<file path="config.mk">
export PLATFORM = sky130hd
export DESIGN_NAME = idp_poison_ctl
export DESIGN_NICKNAME = d
export VERILOG_FILES = /design/src/core/idp_pkg.sv /design/src/core/idp_poison_stage.sv /design/src/core/idp_poison_ctl.sv
export SDC_FILE = /design/constraint.sdc
export NUM_CORES = 1
export LEC_CHECK = 0
export BUFFER_PORTS_ARGS = -buffer_cell sky130_fd_sc_hd__buf_2
export CAP_MARGIN = 20
export CORE_AREA = 2 2 185 187
export CTS_CLUSTER_SIZE = 14
export DETAILED_ROUTE_END_ITERATION = 8
export DIE_AREA = 0 0 187 189
export MAX_ROUTING_LAYER = met4
export PLACE_DENSITY = 0.56
export SYNTH_ARGS = -nofsm -noshare
export SYNTH_HDL_FRONTEND = slang
export SYNTH_HIERARCHICAL = 1
export SYNTH_SLANG_ARGS = --single-unit
</file>
<file path="constraint.sdc">
create_clock -name clk_i -period 4.5 [get_ports clk_i]
set_input_delay 0.9 -clock clk_i [delete_from_list [all_inputs] [get_ports clk_i]]
set_output_delay 0.9 -clock clk_i [all_outputs]
set_load 0.05 [all_outputs]
</file>
<file path="src/core/idp_pkg.sv">
// Package of constants and types for the inbound data poison control block
package idp_pkg;

    // Widths
    localparam int unsigned DATA_W = 64;
    localparam int unsigned ADDR_W = 8;
    localparam int unsigned REG_W = 32;
    localparam int unsigned BE_W = 4;

    // Configuration offsets
    localparam logic [ADDR_W-1:0] OFS_SYS_CTL = 8'he0;
    localparam logic [ADDR_W-1:0] OFS_HUB_CTL = 8'he4;
    localparam logic [ADDR_W-1:0] OFS_BUF_CTL = 8'he8;
    localparam logic [ADDR_W-1:0] OFS_MEM_CTL = 8'hec;

    // Field position of the poisoning enable and its byte lane
    localparam int unsigned EN_BIT = 18;
    localparam int unsigned EN_LANE = 2;

    // Reset values of whole registers
    localparam logic [REG_W-1:0] RST_SYS_CTL = 32'h0020_0000;
    localparam logic [REG_W-1:0] RST_HUB_CTL = 32'h0004_0000;
    localparam logic [REG_W-1:0] RST_BUF_CTL = 32'h0000_0000;
    localparam logic [REG_W-1:0] RST_MEM_CTL = 32'h0000_0000;

    // Mask of the functional bit
    localparam logic [REG_W-1:0] EN_MASK = 32'h0004_0000;

    // Memory controller ECC modes
    typedef enum logic [1:0] {
        ECC_NONE,
        ECC_72BIT,
        ECC_SDC_X4
    } idp_ecc_mode_type;

    // Inbound data word with its detected parity error
    typedef struct packed {
        logic valid;
        logic par_err;
        logic [DATA_W-1:0] data;
    } idp_in_type;

    // Forwarded data word with internal parity and poison marker
    typedef struct packed {
        logic valid;
        logic poison;
        logic par;
        logic [DATA_W-1:0] data;
    } idp_out_type;

    // Read value of a control register: reset image with live enable bit
    function automatic logic [REG_W-1:0] ctl_image(input logic [REG_W-1:0] rst_val, input logic en);
        ctl_image = (rst_val & ~EN_MASK) | (en ? EN_MASK : '0);
    endfunction

endpackage

</file>
<file path="src/core/idp_poison_stage.sv">
// One inbound path: tags parity-errored words as poisoned or regenerates parity
`timescale 1ns/1ps
`default_nettype none
module idp_poison_stage
    import idp_pkg::*;
(
    // Clock and reset
    input wire logic clk_i,
    input wire logic sys_rst_i,
    // Control
    input wire logic poison_en_i,
    // Data
    input wire idp_in_type in_i,
    output idp_out_type out_o
);

    // Poison decision for this word
    wire logic mark_w;
    // Good parity of incoming data
    wire logic good_par_w;
    // Next output word
    idp_out_type nxt_out;
    // Output register
    idp_out_type out_ff;

    // Poison only when enabled and an error is seen
    // conditional poison tag
    assign mark_w = in_i.valid && in_i.par_err && poison_en_i;
    assign good_par_w = ^in_i.data;

    // Build forwarded word; disabled path gets fresh good parity
    always_comb begin
        nxt_out.valid = in_i.valid;
        nxt_out.data = in_i.data;
        nxt_out.poison = mark_w;
        nxt_out.par = mark_w ? ~good_par_w : good_par_w;
    end

    // Register the word; poisoned words are forwarded, never dropped
    // forward poisoned data
    always_ff @(posedge clk_i or posedge sys_rst_i) begin
        if (sys_rst_i) begin
            out_ff <= '0;
        end else begin
            out_ff <= nxt_out;
        end
    end

    assign out_o = out_ff;

    AST_POISON_MARK: assert property (@(posedge clk_i) disable iff (sys_rst_i)
        (in_i.valid && in_i.par_err && poison_en_i) |=> (out_o.valid && out_o.poison))
        else $error("errored word not poisoned while enabled");

    AST_NO_POISON_OFF: assert property (@(posedge clk_i) disable iff (sys_rst_i)
        (in_i.valid && !poison_en_i) |=> (!out_o.poison && (out_o.par == ^out_o.data)))
        else $error("disabled path poisoned or bad parity");

    AST_FORWARD: assert property (@(posedge clk_i) disable iff (sys_rst_i)
        in_i.valid |=> (out_o.valid && out_o.data == $past(in_i.data)))
        else $error("word not forwarded");

    AST_CLEAN_WORD: assert property (@(posedge clk_i) disable iff (sys_rst_i)
        (in_i.valid && !in_i.par_err) |=> !out_o.poison)
        else $error("clean word poisoned");

endmodule
`default_nettype wire

</file>
<file path="src/core/idp_poison_ctl.sv">
// Top of inbound data poison control: config registers and three paths
`timescale 1ns/1ps
`default_nettype none
module idp_poison_ctl
    import idp_pkg::*;
(
    // Clock and reset
    input wire logic clk_i,
    input wire logic sys_rst_i,
    // Configuration access
    input wire logic cfg_wr_i,
    input wire logic cfg_rd_i,
    input wire logic [ADDR_W-1:0] cfg_addr_i,
    input wire logic [BE_W-1:0] cfg_be_i,
    input wire logic [REG_W-1:0] cfg_wdata_i,
    output logic [REG_W-1:0] cfg_rdata_o,
    // Memory controller mode
    input wire idp_ecc_mode_type ecc_mode_i,
    // System bus path
    input wire idp_in_type sys_in_i,
    output idp_out_type sys_out_o,
    // Hub link path
    input wire idp_in_type hub_link_in_i,
    output idp_out_type hub_link_out_o,
    // Posted write buffer path
    input wire idp_in_type buf_in_i,
    output idp_out_type buf_out_o
);

    // Enable bits
    logic sys_en_ff;
    logic hub_en_ff;
    logic buf_en_ff;
    // Read data register
    logic [REG_W-1:0] rdata_ff;
    logic [REG_W-1:0] nxt_rdata;

    // Address decode
    wire logic hit_sys_w;
    wire logic hit_hub_w;
    wire logic hit_buf_w;
    wire logic hit_mem_w;
    // Write strobe for the lane holding the enable bit
    wire logic lane_wr_w;
    // Value written to the enable
    wire logic wr_bit_w;
    // ECC mode allows buffer poisoning
    wire logic ecc_on_w;
    // Effective buffer enable
    wire logic buf_eff_w;

    assign hit_sys_w = (cfg_addr_i == OFS_SYS_CTL);
    assign hit_hub_w = (cfg_addr_i == OFS_HUB_CTL);
    assign hit_buf_w = (cfg_addr_i == OFS_BUF_CTL);
    assign hit_mem_w = (cfg_addr_i == OFS_MEM_CTL);
    assign lane_wr_w = cfg_wr_i && cfg_be_i[EN_LANE];
    assign wr_bit_w = cfg_wdata_i[EN_BIT];

    // Buffer poisoning needs both enable and an ECC mode
    // ECC mode gate
    assign ecc_on_w = (ecc_mode_i == ECC_72BIT) || (ecc_mode_i == ECC_SDC_X4);
    assign buf_eff_w = buf_en_ff && ecc_on_w;

    // System bus enable, cleared at reset
    // reset cleared
    always_ff @(posedge clk_i or posedge sys_rst_i) begin
        if (sys_rst_i) begin
            sys_en_ff <= RST_SYS_CTL[EN_BIT];
        end else if (lane_wr_w && hit_sys_w) begin
            sys_en_ff <= wr_bit_w;
        end
    end

    // Hub link enable, set at reset
    // reset set
    always_ff @(posedge clk_i or posedge sys_rst_i) begin
        if (sys_rst_i) begin
            hub_en_ff <= RST_HUB_CTL[EN_BIT];
        end else if (lane_wr_w && hit_hub_w) begin
            hub_en_ff <= wr_bit_w;
        end
    end

    // Write buffer enable, its own register
    // separate buffer enable
    always_ff @(posedge clk_i or posedge sys_rst_i) begin
        if (sys_rst_i) begin
            buf_en_ff <= RST_BUF_CTL[EN_BIT];
        end else if (lane_wr_w && hit_buf_w) begin
            buf_en_ff <= wr_bit_w;
        end
    end

    // Read mux: reserved bits show their reset image, writes never touch them
    // reserved read reset
    always_comb begin
        nxt_rdata = '0;
        if (hit_sys_w) begin
            nxt_rdata = ctl_image(RST_SYS_CTL, sys_en_ff);
        end else if (hit_hub_w) begin
            nxt_rdata = ctl_image(RST_HUB_CTL, hub_en_ff);
        end else if (hit_buf_w) begin
            nxt_rdata = ctl_image(RST_BUF_CTL, buf_en_ff);
        end else if (hit_mem_w) begin
            nxt_rdata = RST_MEM_CTL;
        end
    end

    // Capture read data on a read, hold otherwise
    // 32-bit register read
    always_ff @(posedge clk_i or posedge sys_rst_i) begin
        if (sys_rst_i) begin
            rdata_ff <= '0;
        end else if (cfg_rd_i) begin
            rdata_ff <= nxt_rdata;
        end
    end

    assign cfg_rdata_o = rdata_ff;

    // System bus path
    idp_poison_stage u_sys (
        .clk_i(clk_i),
        .sys_rst_i(sys_rst_i),
        .poison_en_i(sys_en_ff),
        .in_i(sys_in_i),
        .out_o(sys_out_o)
    );

    // Hub link path
    idp_poison_stage u_hub_link (
        .clk_i(clk_i),
        .sys_rst_i(sys_rst_i),
        .poison_en_i(hub_en_ff),
        .in_i(hub_link_in_i),
        .out_o(hub_link_out_o)
    );

    // Posted write buffer path, gated by ECC mode
    idp_poison_stage u_buf (
        .clk_i(clk_i),
        .sys_rst_i(sys_rst_i),
        .poison_en_i(buf_eff_w),
        .in_i(buf_in_i),
        .out_o(buf_out_o)
    );

    AST_SYS_RESET: assert property (@(posedge clk_i)
        $fell(sys_rst_i) |-> !sys_en_ff)
        else $error("system bus enable not cleared after reset");

    AST_HUB_RESET: assert property (@(posedge clk_i)
        $fell(sys_rst_i) |-> hub_en_ff)
        else $error("hub link enable not set after reset");

    AST_BUF_WRITE: assert property (@(posedge clk_i) disable iff (sys_rst_i)
        (lane_wr_w && hit_buf_w) |=> (buf_en_ff == $past(cfg_wdata_i[EN_BIT])))
        else $error("buffer enable did not take write");

    AST_BUF_MODE_GATE: assert property (@(posedge clk_i) disable iff (sys_rst_i)
        (buf_in_i.valid && buf_in_i.par_err && ecc_mode_i == ECC_NONE) |=> !buf_out_o.poison)
        else $error("buffer poisoned outside ECC mode");

    AST_BUF_MODE_ON: assert property (@(posedge clk_i) disable iff (sys_rst_i)
        (buf_in_i.valid && buf_in_i.par_err && buf_en_ff && ecc_mode_i == ECC_SDC_X4) |=> buf_out_o.poison)
        else $error("buffer not poisoned in ECC mode");

    AST_RSVD_SYS: assert property (@(posedge clk_i) disable iff (sys_rst_i)
        (cfg_rd_i && hit_sys_w) |=> ((cfg_rdata_o & ~EN_MASK) == (RST_SYS_CTL & ~EN_MASK)))
        else $error("system bus reserved bits wrong");

    AST_RD_HUB: assert property (@(posedge clk_i) disable iff (sys_rst_i)
        (cfg_rd_i && hit_hub_w) |=> (cfg_rdata_o == ctl_image(RST_HUB_CTL, $past(hub_en_ff))))
        else $error("hub link register read wrong");

    AST_SYS_WRITE: assert property (@(posedge clk_i) disable iff (sys_rst_i)
        (lane_wr_w && hit_sys_w) |=> (sys_en_ff == $past(cfg_wdata_i[EN_BIT])))
        else $error("system bus enable did not take write");

    AST_HUB_WRITE: assert property (@(posedge clk_i) disable iff (sys_rst_i)
        (lane_wr_w && hit_hub_w) |=> (hub_en_ff == $past(cfg_wdata_i[EN_BIT])))
        else $error("hub link enable did not take write");

    AST_LANE_GUARD: assert property (@(posedge clk_i) disable iff (sys_rst_i)
        (cfg_wr_i && !cfg_be_i[EN_LANE]) |=> $stable({sys_en_ff, hub_en_ff, buf_en_ff}))
        else $error("write without enable lane changed an enable");

    AST_UNMAPPED_WR: assert property (@(posedge clk_i) disable iff (sys_rst_i)
        (cfg_wr_i && !(hit_sys_w || hit_hub_w || hit_buf_w)) |=> $stable({sys_en_ff, hub_en_ff, buf_en_ff}))
        else $error("unmapped write changed an enable");

    AST_RD_SYS: assert property (@(posedge clk_i) disable iff (sys_rst_i)
        (cfg_rd_i && hit_sys_w) |=> (cfg_rdata_o == ctl_image(RST_SYS_CTL, $past(sys_en_ff))))
        else $error("system bus register read wrong");

    AST_RD_BUF: assert property (@(posedge clk_i) disable iff (sys_rst_i)
        (cfg_rd_i && hit_buf_w) |=> (cfg_rdata_o == ctl_image(RST_BUF_CTL, $past(buf_en_ff))))
        else $error("write buffer register read wrong");

    AST_RD_MEM: assert property (@(posedge clk_i) disable iff (sys_rst_i)
        (cfg_rd_i && hit_mem_w) |=> (cfg_rdata_o == RST_MEM_CTL))
        else $error("memory control register read wrong");

    AST_RD_HOLD: assert property (@(posedge clk_i) disable iff (sys_rst_i)
        !cfg_rd_i |=> $stable(cfg_rdata_o))
        else $error("read data changed without a read");

    AST_BUF_MODE_72: assert property (@(posedge clk_i) disable iff (sys_rst_i)
        (buf_in_i.valid && buf_in_i.par_err && buf_en_ff && ecc_mode_i == ECC_72BIT) |=> buf_out_o.poison)
        else $error("buffer not poisoned in wide ECC mode");

    AST_BUF_EN_OFF: assert property (@(posedge clk_i) disable iff (sys_rst_i)
        (buf_in_i.valid && !buf_en_ff) |=> (!buf_out_o.poison && (buf_out_o.par == ^buf_out_o.data)))
        else $error("disabled buffer path poisoned or bad parity");

    AST_SYS_POISON: assert property (@(posedge clk_i) disable iff (sys_rst_i)
        (sys_in_i.valid && sys_in_i.par_err && sys_en_ff) |=> sys_out_o.poison)
        else $error("system bus word not poisoned while enabled");

    AST_SYS_OFF: assert property (@(posedge clk_i) disable iff (sys_rst_i)
        (sys_in_i.valid && !sys_en_ff) |=> !sys_out_o.poison)
        else $error("system bus word poisoned while disabled");

    AST_HUB_POISON: assert property (@(posedge clk_i) disable iff (sys_rst_i)
        (hub_link_in_i.valid && hub_link_in_i.par_err && hub_en_ff) |=> hub_link_out_o.poison)
        else $error("hub link word not poisoned while enabled");

    AST_HUB_OFF: assert property (@(posedge clk_i) disable iff (sys_rst_i)
        (hub_link_in_i.valid && !hub_en_ff) |=> !hub_link_out_o.poison)
        else $error("hub link word poisoned while disabled");

endmodule
`default_nettype wire

</file>
==> metrics.cfg, run 1 <==
[clock_network]
cts_buffers = 24
ctsResizeCount = 0
root_buffer = clkbuf_16
clkTransAtPathRegs_ns = 0.06
post_cts_buffers = 0
clockBufferDepth = 3
clock_latency_ns = 0.51
htreeDepth = 1
cts_tree = done
cts_hold_buf = 0
cts.sinks = 206

[yosys]
ys_warn_count = 6
synth_top_family_by_area = XOR/XNOR gates
synthAdderAreaFrac_pct = 0
synth_mux_area_share_pct = 0.757
synthCells = 454
synth_area_um2 = 7270
synth_compound_gate_area_share_pct = 0.206
synth_cell_types = 21
synth-seq-cells = 206
synth.avg_cell_area_um2 = 16.0
synth_simple_gate_area_share_pct = 1.22
synth_xor_area_share_pct = 23.5
ys_seq_area_share_pct = 70.9

[grt]
busiest_layer = met2
grt_pass1_vias = 5239
grtUsageMet3_pct = 3.30
grt_usage_pct = 11.6
grtUsageMet1_pct = 12.7
use_met2_pct = 20.3
grt_max_degree = 44
grt_pass1_wl_um = 30500
antenna_found_initial = 3
grt_remaining_overflow = 0

[place]
io_buffers = 416
place_congestion = 0.861
dp_hpwl_um = 16900
placed_area_um2 = 9820

[die]
die_h_um = 189
die_area_um2 = 35300
initial_utilization_pct = 21.9
rows = 67
fp.coreArea_um2 = 33300
pin_count = 481
die_w_um = 187

[route]
post-route-drc-count = 0
drt_iter0_markers = 110
dr.pass1.iters = 4
drtAntennaViolNets = 0
vias = 4814
wire_per_inst_um = 15.0
drt_wl_total_um = 20500
routed_via_density = 3.53

[worst_setup_path]
path_class = register to output pin
crit_family = flip-flops
start_kind = register
cp.depth = 1
critical_path.slowest_cell = dfrtp_1
worstRegToRegCells = 5
worstPathRequired_ns = 3.60
endpoint_kind = output pin
worstPathCellList = buf_2
max_stage_delay_ns = 0.34
arrival_ns = 1.15
crit_fanout = 2
cp_num_buf_inv = 1

[sta]
finalSetupTns_ns = 0
fin_crit_ns = 2.05
fin_crit_sh_pct = 45.6
skew_ns = 0.0101
worstMarginPinSlew_ns = 0.902
slew_headroom_pct = 39.9
drv_slew = 0
hold_viol = 0
setup_violations = 0
grt_setup_unrepaired = false
timing.fmax_mhz = 487

[status]
status = finished clean

[hold_path]
min_path_type = input pin to async pin

[pwr]
ir_worst_vdd_v = 0.000279
power_mw = 5.19
power_density_nw_per_um2 = 491
p_leak_nw = 5.11

[layout]
drive_gt1_share_pct = 50.0
fin_nets = 1146
area_growth_pct = 45.4
fin_area_um2 = 10600
fillerInstances = 3389

[run]
max-cap-violations = 0

==> flip-flops by register name, summed over array words and instances (netlist names) <==
signal	count
buf_en_ff	1
cfg_rdata_o	2
hub_en_ff	1
sys_en_ff	1
u_buf/out_o	67
u_hub_link/out_o	67
u_sys/out_o	67
==> final cells by class <==
cell class	count	area (um^2)	area share (%)
Clock inverter	5	56.3	0.533
Timing Repair Buffer	419	2100	19.9
Sequential cell	206	5160	48.8
Multi-Input combinational cell	241	1980	18.7
Clock buffer	37	691	6.53
Antenna cell	2	5.00	0.0473
Inverter	6	22.5	0.213
Tap cell	448	561	5.30
==> routing by layer <==
layer | share of wire, % | up-vias
met5 | 0 | -
li1 | - | 2244
met3 | 7.8 | 26
met4 | 2.9 | 0
met1 | 37 | 2296
met2 | 52 | 248
==> metrics by stage <==
| step | cells | hold slack, ns | worst slack [ns] | utilization [%] |
|---|---|---|---|---|
| after floorplan | 483 | 0.472 | 1.92 | - |
| after global placement | 1320 | 0.494 | 1.95 | 29.5 |
| after detailed placement | 1320 | 0.494 | 1.96 | 29.5 |
| after CTS | 1362 | 0.347 | 2.38 | 31.8 |
| after global routing | 1364 | 0.363 | 2.35 | 31.8 |
| final | 1364 | 0.384 | 2.45 | 31.8 |
==> cell families (layout without fill, tap and decap cells) <==
logic type | Yosys count | count (layout)
flops | 206 | 206
compound gates | 2 | 2
mux | 5 | 5
xor+xnor | 190 | 190
other cells | 1 | 32
buf+inv | 36 | 467
simple gates | 14 | 14
==> synth_stat cells <==
master / number / area [um^2]
a22o_1: 1 / 8.76
xnor3_1: 3 / 67.6
nor3_1: 1 / 5.00
o22ai_1: 1 / 6.26
buf_4: 30 / 225
and3_1: 3 / 18.8
xor2_1: 22 / 193
inv_1: 6 / 22.5
nand3b_1: 1 / 7.51
nand3_1: 1 / 5.00
nor4_1: 4 / 25.0
or4b_4: 1 / 13.8
xnor2_1: 165 / 1450
mux2i_1: 1 / 10.0
dfstp_2: 1 / 26.3
dfrtp_1: 205 / 5130
mux2_1: 3 / 33.8
nand2_1: 2 / 7.51
conb_1: 1 / 3.75
mux2_2: 1 / 11.3
and2_1: 1 / 6.26
==> final timing paths <==
check	start	end	slack, ns
setup / recovery	cfg_rdata_o[18]$_DFFE_PP0P_	cfg_rdata_o[18]	2.45
min in group clk_i	cfg_rdata_o[18]$_DFFE_PP0P_	cfg_rdata_o[18]$_DFFE_PP0P_	0.50
max in group asynchronous	sys_rst_i	u_sys/out_o[1]$_DFF_PP0_	2.95
hold / removal	sys_rst_i	cfg_rdata_o[18]$_DFFE_PP0P_	0.38
setup reg to reg	buf_en_ff$_DFFE_PP0P_	u_buf/out_o[64]$_DFF_PP0_	3.13
hold reg to reg	cfg_rdata_o[18]$_DFFE_PP0P_	cfg_rdata_o[18]$_DFFE_PP0P_	0.50
==> cells in the final DEF (no fill, tap or decap), types with 2 or more instances in the layout <==
cell         n
clkinv_2     2
clkbuf_16   25
inv_1        3
xor2_1      22
inv_2        3
mux2_1       3
clkbuf_1    10
and3_1       3
dfrtp_1    205
buf_4        3
xnor2_1    165
clkbuf_8     2
nand2_1      2
buf_2      416
nor4_1       4
xnor3_1      3
conb_1      30
diode_2      2
==> report_power, final <==
group	total, mW	switching, mW	leakage, nW	internal (mW)
clock	1.85	0.742	0.361	1.11
combinational	1.35	0.842	2.33	0.508
sequential	1.99	0.0258	2.42	1.96
No activity file was read; power rests on OpenSTA's default activity.
==> run 2: changes to the inputs <==
CORE_AREA = 2 2 186 188   (was 2 2 185 187)
DIE_AREA = 0 0 188 190   (was 0 0 187 189)
clock period = 2.1 ns   (was 4.5 ns; I/O delays follow)
==> run 2 against run 1 <==
Register-to-register slack worse by 2.5 ns. Combinational power is 120% higher. Total power is 120% higher. Critical endpoint is now u_hub_link/out_o[64]$_DFF_PP0_.
==> metrics.cfg, run 2 (synthesis gave the netlist of run 1 again) <==
[place]
placed_area_um2 = 9890
dp_hpwl_um = 16300
dp_cells = 1328
place_congestion = 0.787
io_buffers = 416
dp_worst_setup_slack_ns = 0.101

[die]
rows = 68
die_w_um = 188
die_h_um = 190
pin_count = 481
die_area_um2 = 35700
fp.coreArea_um2 = 33900
initial_utilization_pct = 21.4

[layout]
fillerInstances = 3428
drive_gt1_share_pct = 48.3
fin_nets = 1191
final_cell_mix = 416 x buf_2, 205 x dfrtp_1, 165 x xnor2_1, 45 x dlygate4sd3_1, 30 x conb_1
multi_input_area_um2 = 1980
area_growth_pct = 52.5
fin_area_um2 = 11100
fin_util_pct = 32.7
final_cells = 1414
diodes = 0
final_common_cell = buf_2
seqCellArea_um2 = 5160

[pwr]
switchingPower_mw = 3.45
p_sw_share_pct = 30.8
p_int_mw = 7.76
power_density_nw_per_um2 = 1010
p_seq_share_pct = 38.0
p_leak_nw = 5.31
ir_worst_vdd_v = 0.000553
pwr-share-comb_pct = 26.5
power.share.clock_pct = 35.4
power_mw = 11.2

[run]
max-cap-violations = 0

[sta]
hold_viol = 0
hold_ws_ns = 0.0307
grt_setup_unrepaired = false
timing.fmax_mhz = 504
drv_slew = 0
setup_violations = 0
skew_ns = 0.0181
finalSetupTns_ns = 0
fin_crit_ns = 1.99
fin_crit_sh_pct = 94.6
layout_setup_ws_ns = 0.114

[worst_setup_path]
arrival_ns = 2.39
start_kind = input pin
worstPathCellList = dlygate4sd3_1 -> buf_2 -> xnor2_1 -> xnor2_1 -> xnor2_1 -> xnor2_1 -> xnor3_1 -> xnor2_1
reg2reg_to = u_buf/out_o[64]$_DFF_PP0_
endpoint_kind = register
rrSetupSlack_ns = 0.63
worstRegToRegCells = 5
critical_path.slowest_cell = dlygate4sd3_1
crit_fanout = 2
crit_top_cell = xnor2_1
max_stage_delay_ns = 0.54
path_class = input pin to register
r2r-start = buf_en_ff$_DFFE_PP0P_
worstPathRequired_ns = 2.50

[route]
post-route-drc-count = 0
vias = 4967
dr.pass1.iters = 4
top_layer = met4
dr_wl_met2_um = 10700
drt_iter0_markers = 70
routed_via_density = 3.51
wl_met3_um = 1400
drt_wl_total_um = 20600
wire_per_inst_um = 14.6
drtAntennaViolNets = 0
wl_met1_um = 8080

[clock_network]
clockBufferDepth = 3
clock_latency_ns = 0.52
cts_tree = done
htreeDepth = 1
root_buffer = clkbuf_16
cts_buffers = 23
cts.sinks = 206
clkTransAtPathRegs_ns = 0.06
post_cts_buffers = 0

[grt]
grt_usage_pct = 11.3
grt_max_degree = 68
grt_remaining_overflow = 0
antenna_found_initial = 0
grt_pass1_wl_um = 30300
grt_pass1_vias = 5419

[status]
status = finished clean

[hold_path]
holdPathEnd = u_hub_link/out_o[29]$_DFF_PP0_
worstHoldStart = hub_link_in_i[29]
min_path_type = input pin to register
min_path_cells = 1

==> run 2: cell count changes in the layout (fill, tap and decap cells not counted), moves of 3 or more <==
cell           delta
clkinv_2          +3
dlygate4sd3_1    +45
clkinvlp_4        +4
buf_12            +3
clkbuf_1          -6
inv_2             -3
==> run 2: worst max-delay path: cells and delay by family <==
family / cells / cell delay [ns]
XOR/XNOR: 6 / 1.29
buffers and inverters: 2 / 0.67
==> run 2: power by group through the flow <==
stage	clock (mW)	combinational (mW)	sequential, mW
3_3_place_gp	0	2.93	4.33
3_5_place_dp	0	2.94	4.34
2_1_floorplan	0	1.38	5.15
6_report	3.98	2.98	4.27
5_1_grt	4.30	3.18	4.28
4_1_cts	4.12	3.03	4.27
==> run 2: layer usage <==
layer | up-vias | GRT usage (%)
li1 | 2335 | -
met4 | 0 | 3.91
met1 | 2344 | 13.4
met5 | - | -
met3 | 30 | 2.25
met2 | 258 | 19.4
==> run 2: timing repair <==
action                    4_1_cts  5_1_grt
gates resized for setup         0        0
hold endpoints to repair       68        0
hold buffers                   45        0
==> run 2: cell type report <==
type | count | share of cell area, %
well taps | 455 | 5.13
multi-input cells | 241 | 17.8
clock inverters | 10 | 0.981
repair buffers | 465 | 23.4
inverters | 6 | 0.305
clock buffers | 31 | 5.82
flip-flops and latches | 206 | 46.5
==> run 2: worst max path at each step <==
stage / from / endpoint / slack, ns
finish: hub_link_in_i[52] / u_hub_link/out_o[64]$_DFF_PP0_ / 0.11
global route: hub_link_in_i[57] / u_hub_link/out_o[64]$_DFF_PP0_ / 0.009
CTS: hub_link_in_i[57] / u_hub_link/out_o[64]$_DFF_PP0_ / 0.15
detailed placement: sys_in_i[61] / u_sys/out_o[64]$_DFF_PP0_ / 0.10
global placement: sys_in_i[61] / u_sys/out_o[64]$_DFF_PP0_ / 0.09
floorplan: cfg_addr_i[4] / buf_en_ff$_DFFE_PP0P_ / 0.39
==> run 3: changes to the inputs <==
CORE_AREA = 2 2 185 187   (was 2 2 186 188)
DIE_AREA = 0 0 187 189   (was 0 0 188 190)
clock period = 2.51 ns   (was 2.1 ns; I/O delays follow)
==> run 3 against run 2 <==
Cell count decreased by 3.3%. Highest routed layer unchanged. Critical endpoint is now cfg_rdata_o[18]. Register-to-register slack improved by 0.51 ns. Worst hold slack improved by 0.077 ns. Largest power group unchanged.
==> metrics.cfg, run 3 (synthesis gave the netlist of run 1 again) <==
[status]
status = finished clean

[pwr]
power_density_nw_per_um2 = 893
ir_worst_vdd_v = 0.000514
p_leak_nw = 5.16

[worst_setup_path]
critical_path.slowest_cell = dfrtp_1
worstRegToRegCells = 5
r2r-start = buf_en_ff$_DFFE_PP0P_
worstPathCellList = buf_2
max_stage_delay_ns = 0.34
crit_fanout = 2
endpoint_kind = output pin
start_kind = register
arrival_ns = 1.16
reg2reg_to = u_buf/out_o[64]$_DFF_PP0_
cp_num_buf_inv = 1
rrSetupSlack_ns = 1.14
path_class = register to output pin
crit_family = flip-flops
worstPathRequired_ns = 2.01

[sta]
worstMarginPinSlew_ns = 0.592
slew_headroom_pct = 60.5
fin_crit_ns = 1.66
timing.fmax_mhz = 601
layout_setup_ws_ns = 0.847
finalSetupTns_ns = 0
fin_crit_sh_pct = 66.3
drv_slew = 0
hold_viol = 0
setup_violations = 0
skew_ns = 0.00687
grt_setup_unrepaired = false
hold_ws_ns = 0.108

[clock_network]
ctsResizeCount = 0
post_cts_buffers = 0
clock_latency_ns = 0.51
cts.sinks = 206
cts_tree = done
clkTransAtPathRegs_ns = 0.06
clockBufferDepth = 3
cts_buffers = 23
htreeDepth = 1
cts_hold_buf = 1
root_buffer = clkbuf_16

[layout]
multi_input_area_um2 = 1980
fin_nets = 1148
final_cell_mix = 416 x buf_2, 205 x dfrtp_1, 165 x xnor2_1, 30 x conb_1, 23 x clkbuf_16
area_growth_pct = 46.9
fillerInstances = 3393
seqCellArea_um2 = 5160
final_common_cell = buf_2
final_cells = 1368
drive_gt1_share_pct = 50.7

[route]
wire_per_inst_um = 15.1
vias = 4839
dr.pass1.iters = 4
post-route-drc-count = 0
drt_wl_total_um = 20700
drt_iter0_markers = 162
routed_via_density = 3.54
drtAntennaViolNets = 0

[run]
max-cap-violations = 0

[die]
initial_utilization_pct = 21.9
die_w_um = 187
rows = 67
pin_count = 481
fp.coreArea_um2 = 33300
die_area_um2 = 35300
die_h_um = 189

[grt]
grt_remaining_overflow = 0
grt_pass1_wl_um = 30300
grt_max_degree = 50
antenna_found_initial = 4
grt_usage_pct = 11.6
grt_pass1_vias = 5123

[place]
dp_cells = 1322
io_buffers = 416
place_congestion = 0.854
dp_hpwl_um = 16800
dp_worst_setup_slack_ns = 0.380

[hold_path]
holdPathEnd = u_sys/out_o[66]$_DFF_PP0_
min_path_type = input pin to register
worstHoldStart = sys_in_i[65]
min_path_cells = 1

## run 3: through the flow
step | cell area [um^2] | power, mW | utilization (%)
floorplan | 7380 | 5.46 | -
global placement | 9860 | 6.08 | 29.6
detailed placement | 9860 | 6.09 | 29.6
CTS | 10700 | 9.73 | 32.1
global route | 10700 | 9.97 | 32.1
finish | 10700 | 9.54 | 32.1
## run 3: cell type report
class	count	area share [%]
flip-flops and latches	206	48.3
repair buffers	422	20.2
multi-input cells	241	18.5
clock buffers	31	6.04
well taps	448	5.25
clock inverters	10	1.46
inverters	6	0.211
diodes	4	0.0937
## run 3: how the worst max path moves through the flow
| stage | start | endpoint | slack [ns] | depth (start not counted) |
|---|---|---|---|---|
| after floorplan | sys_rst_i | u_buf/out_o[0]$_DFF_PP0_ | 0.32 | 1 |
| after global placement | sys_in_i[45] | u_sys/out_o[64]$_DFF_PP0_ | 0.39 | 7 |
| after detailed placement | sys_in_i[45] | u_sys/out_o[64]$_DFF_PP0_ | 0.38 | 7 |
| after CTS | cfg_rdata_o[18]$_DFFE_PP0P_ | cfg_rdata_o[18] | 0.78 | 1 |
| after global routing | cfg_rdata_o[18]$_DFFE_PP0P_ | cfg_rdata_o[18] | 0.76 | 1 |
| final | cfg_rdata_o[18]$_DFFE_PP0P_ | cfg_rdata_o[18] | 0.85 | 1 |
## run 3: report_power, final
group	internal, mW	switching (mW)
sequential	3.52	0.0458
combinational	0.918	1.50
clock	2.21	1.34
## run 3: routing by layer
layer | routed length, um | global-route usage [%]
met5 | 0 | -
met4 | 719 | 4.33
met3 | 1710 | 3.48
met2 | 10500 | 19.6
met1 | 7840 | 12.8
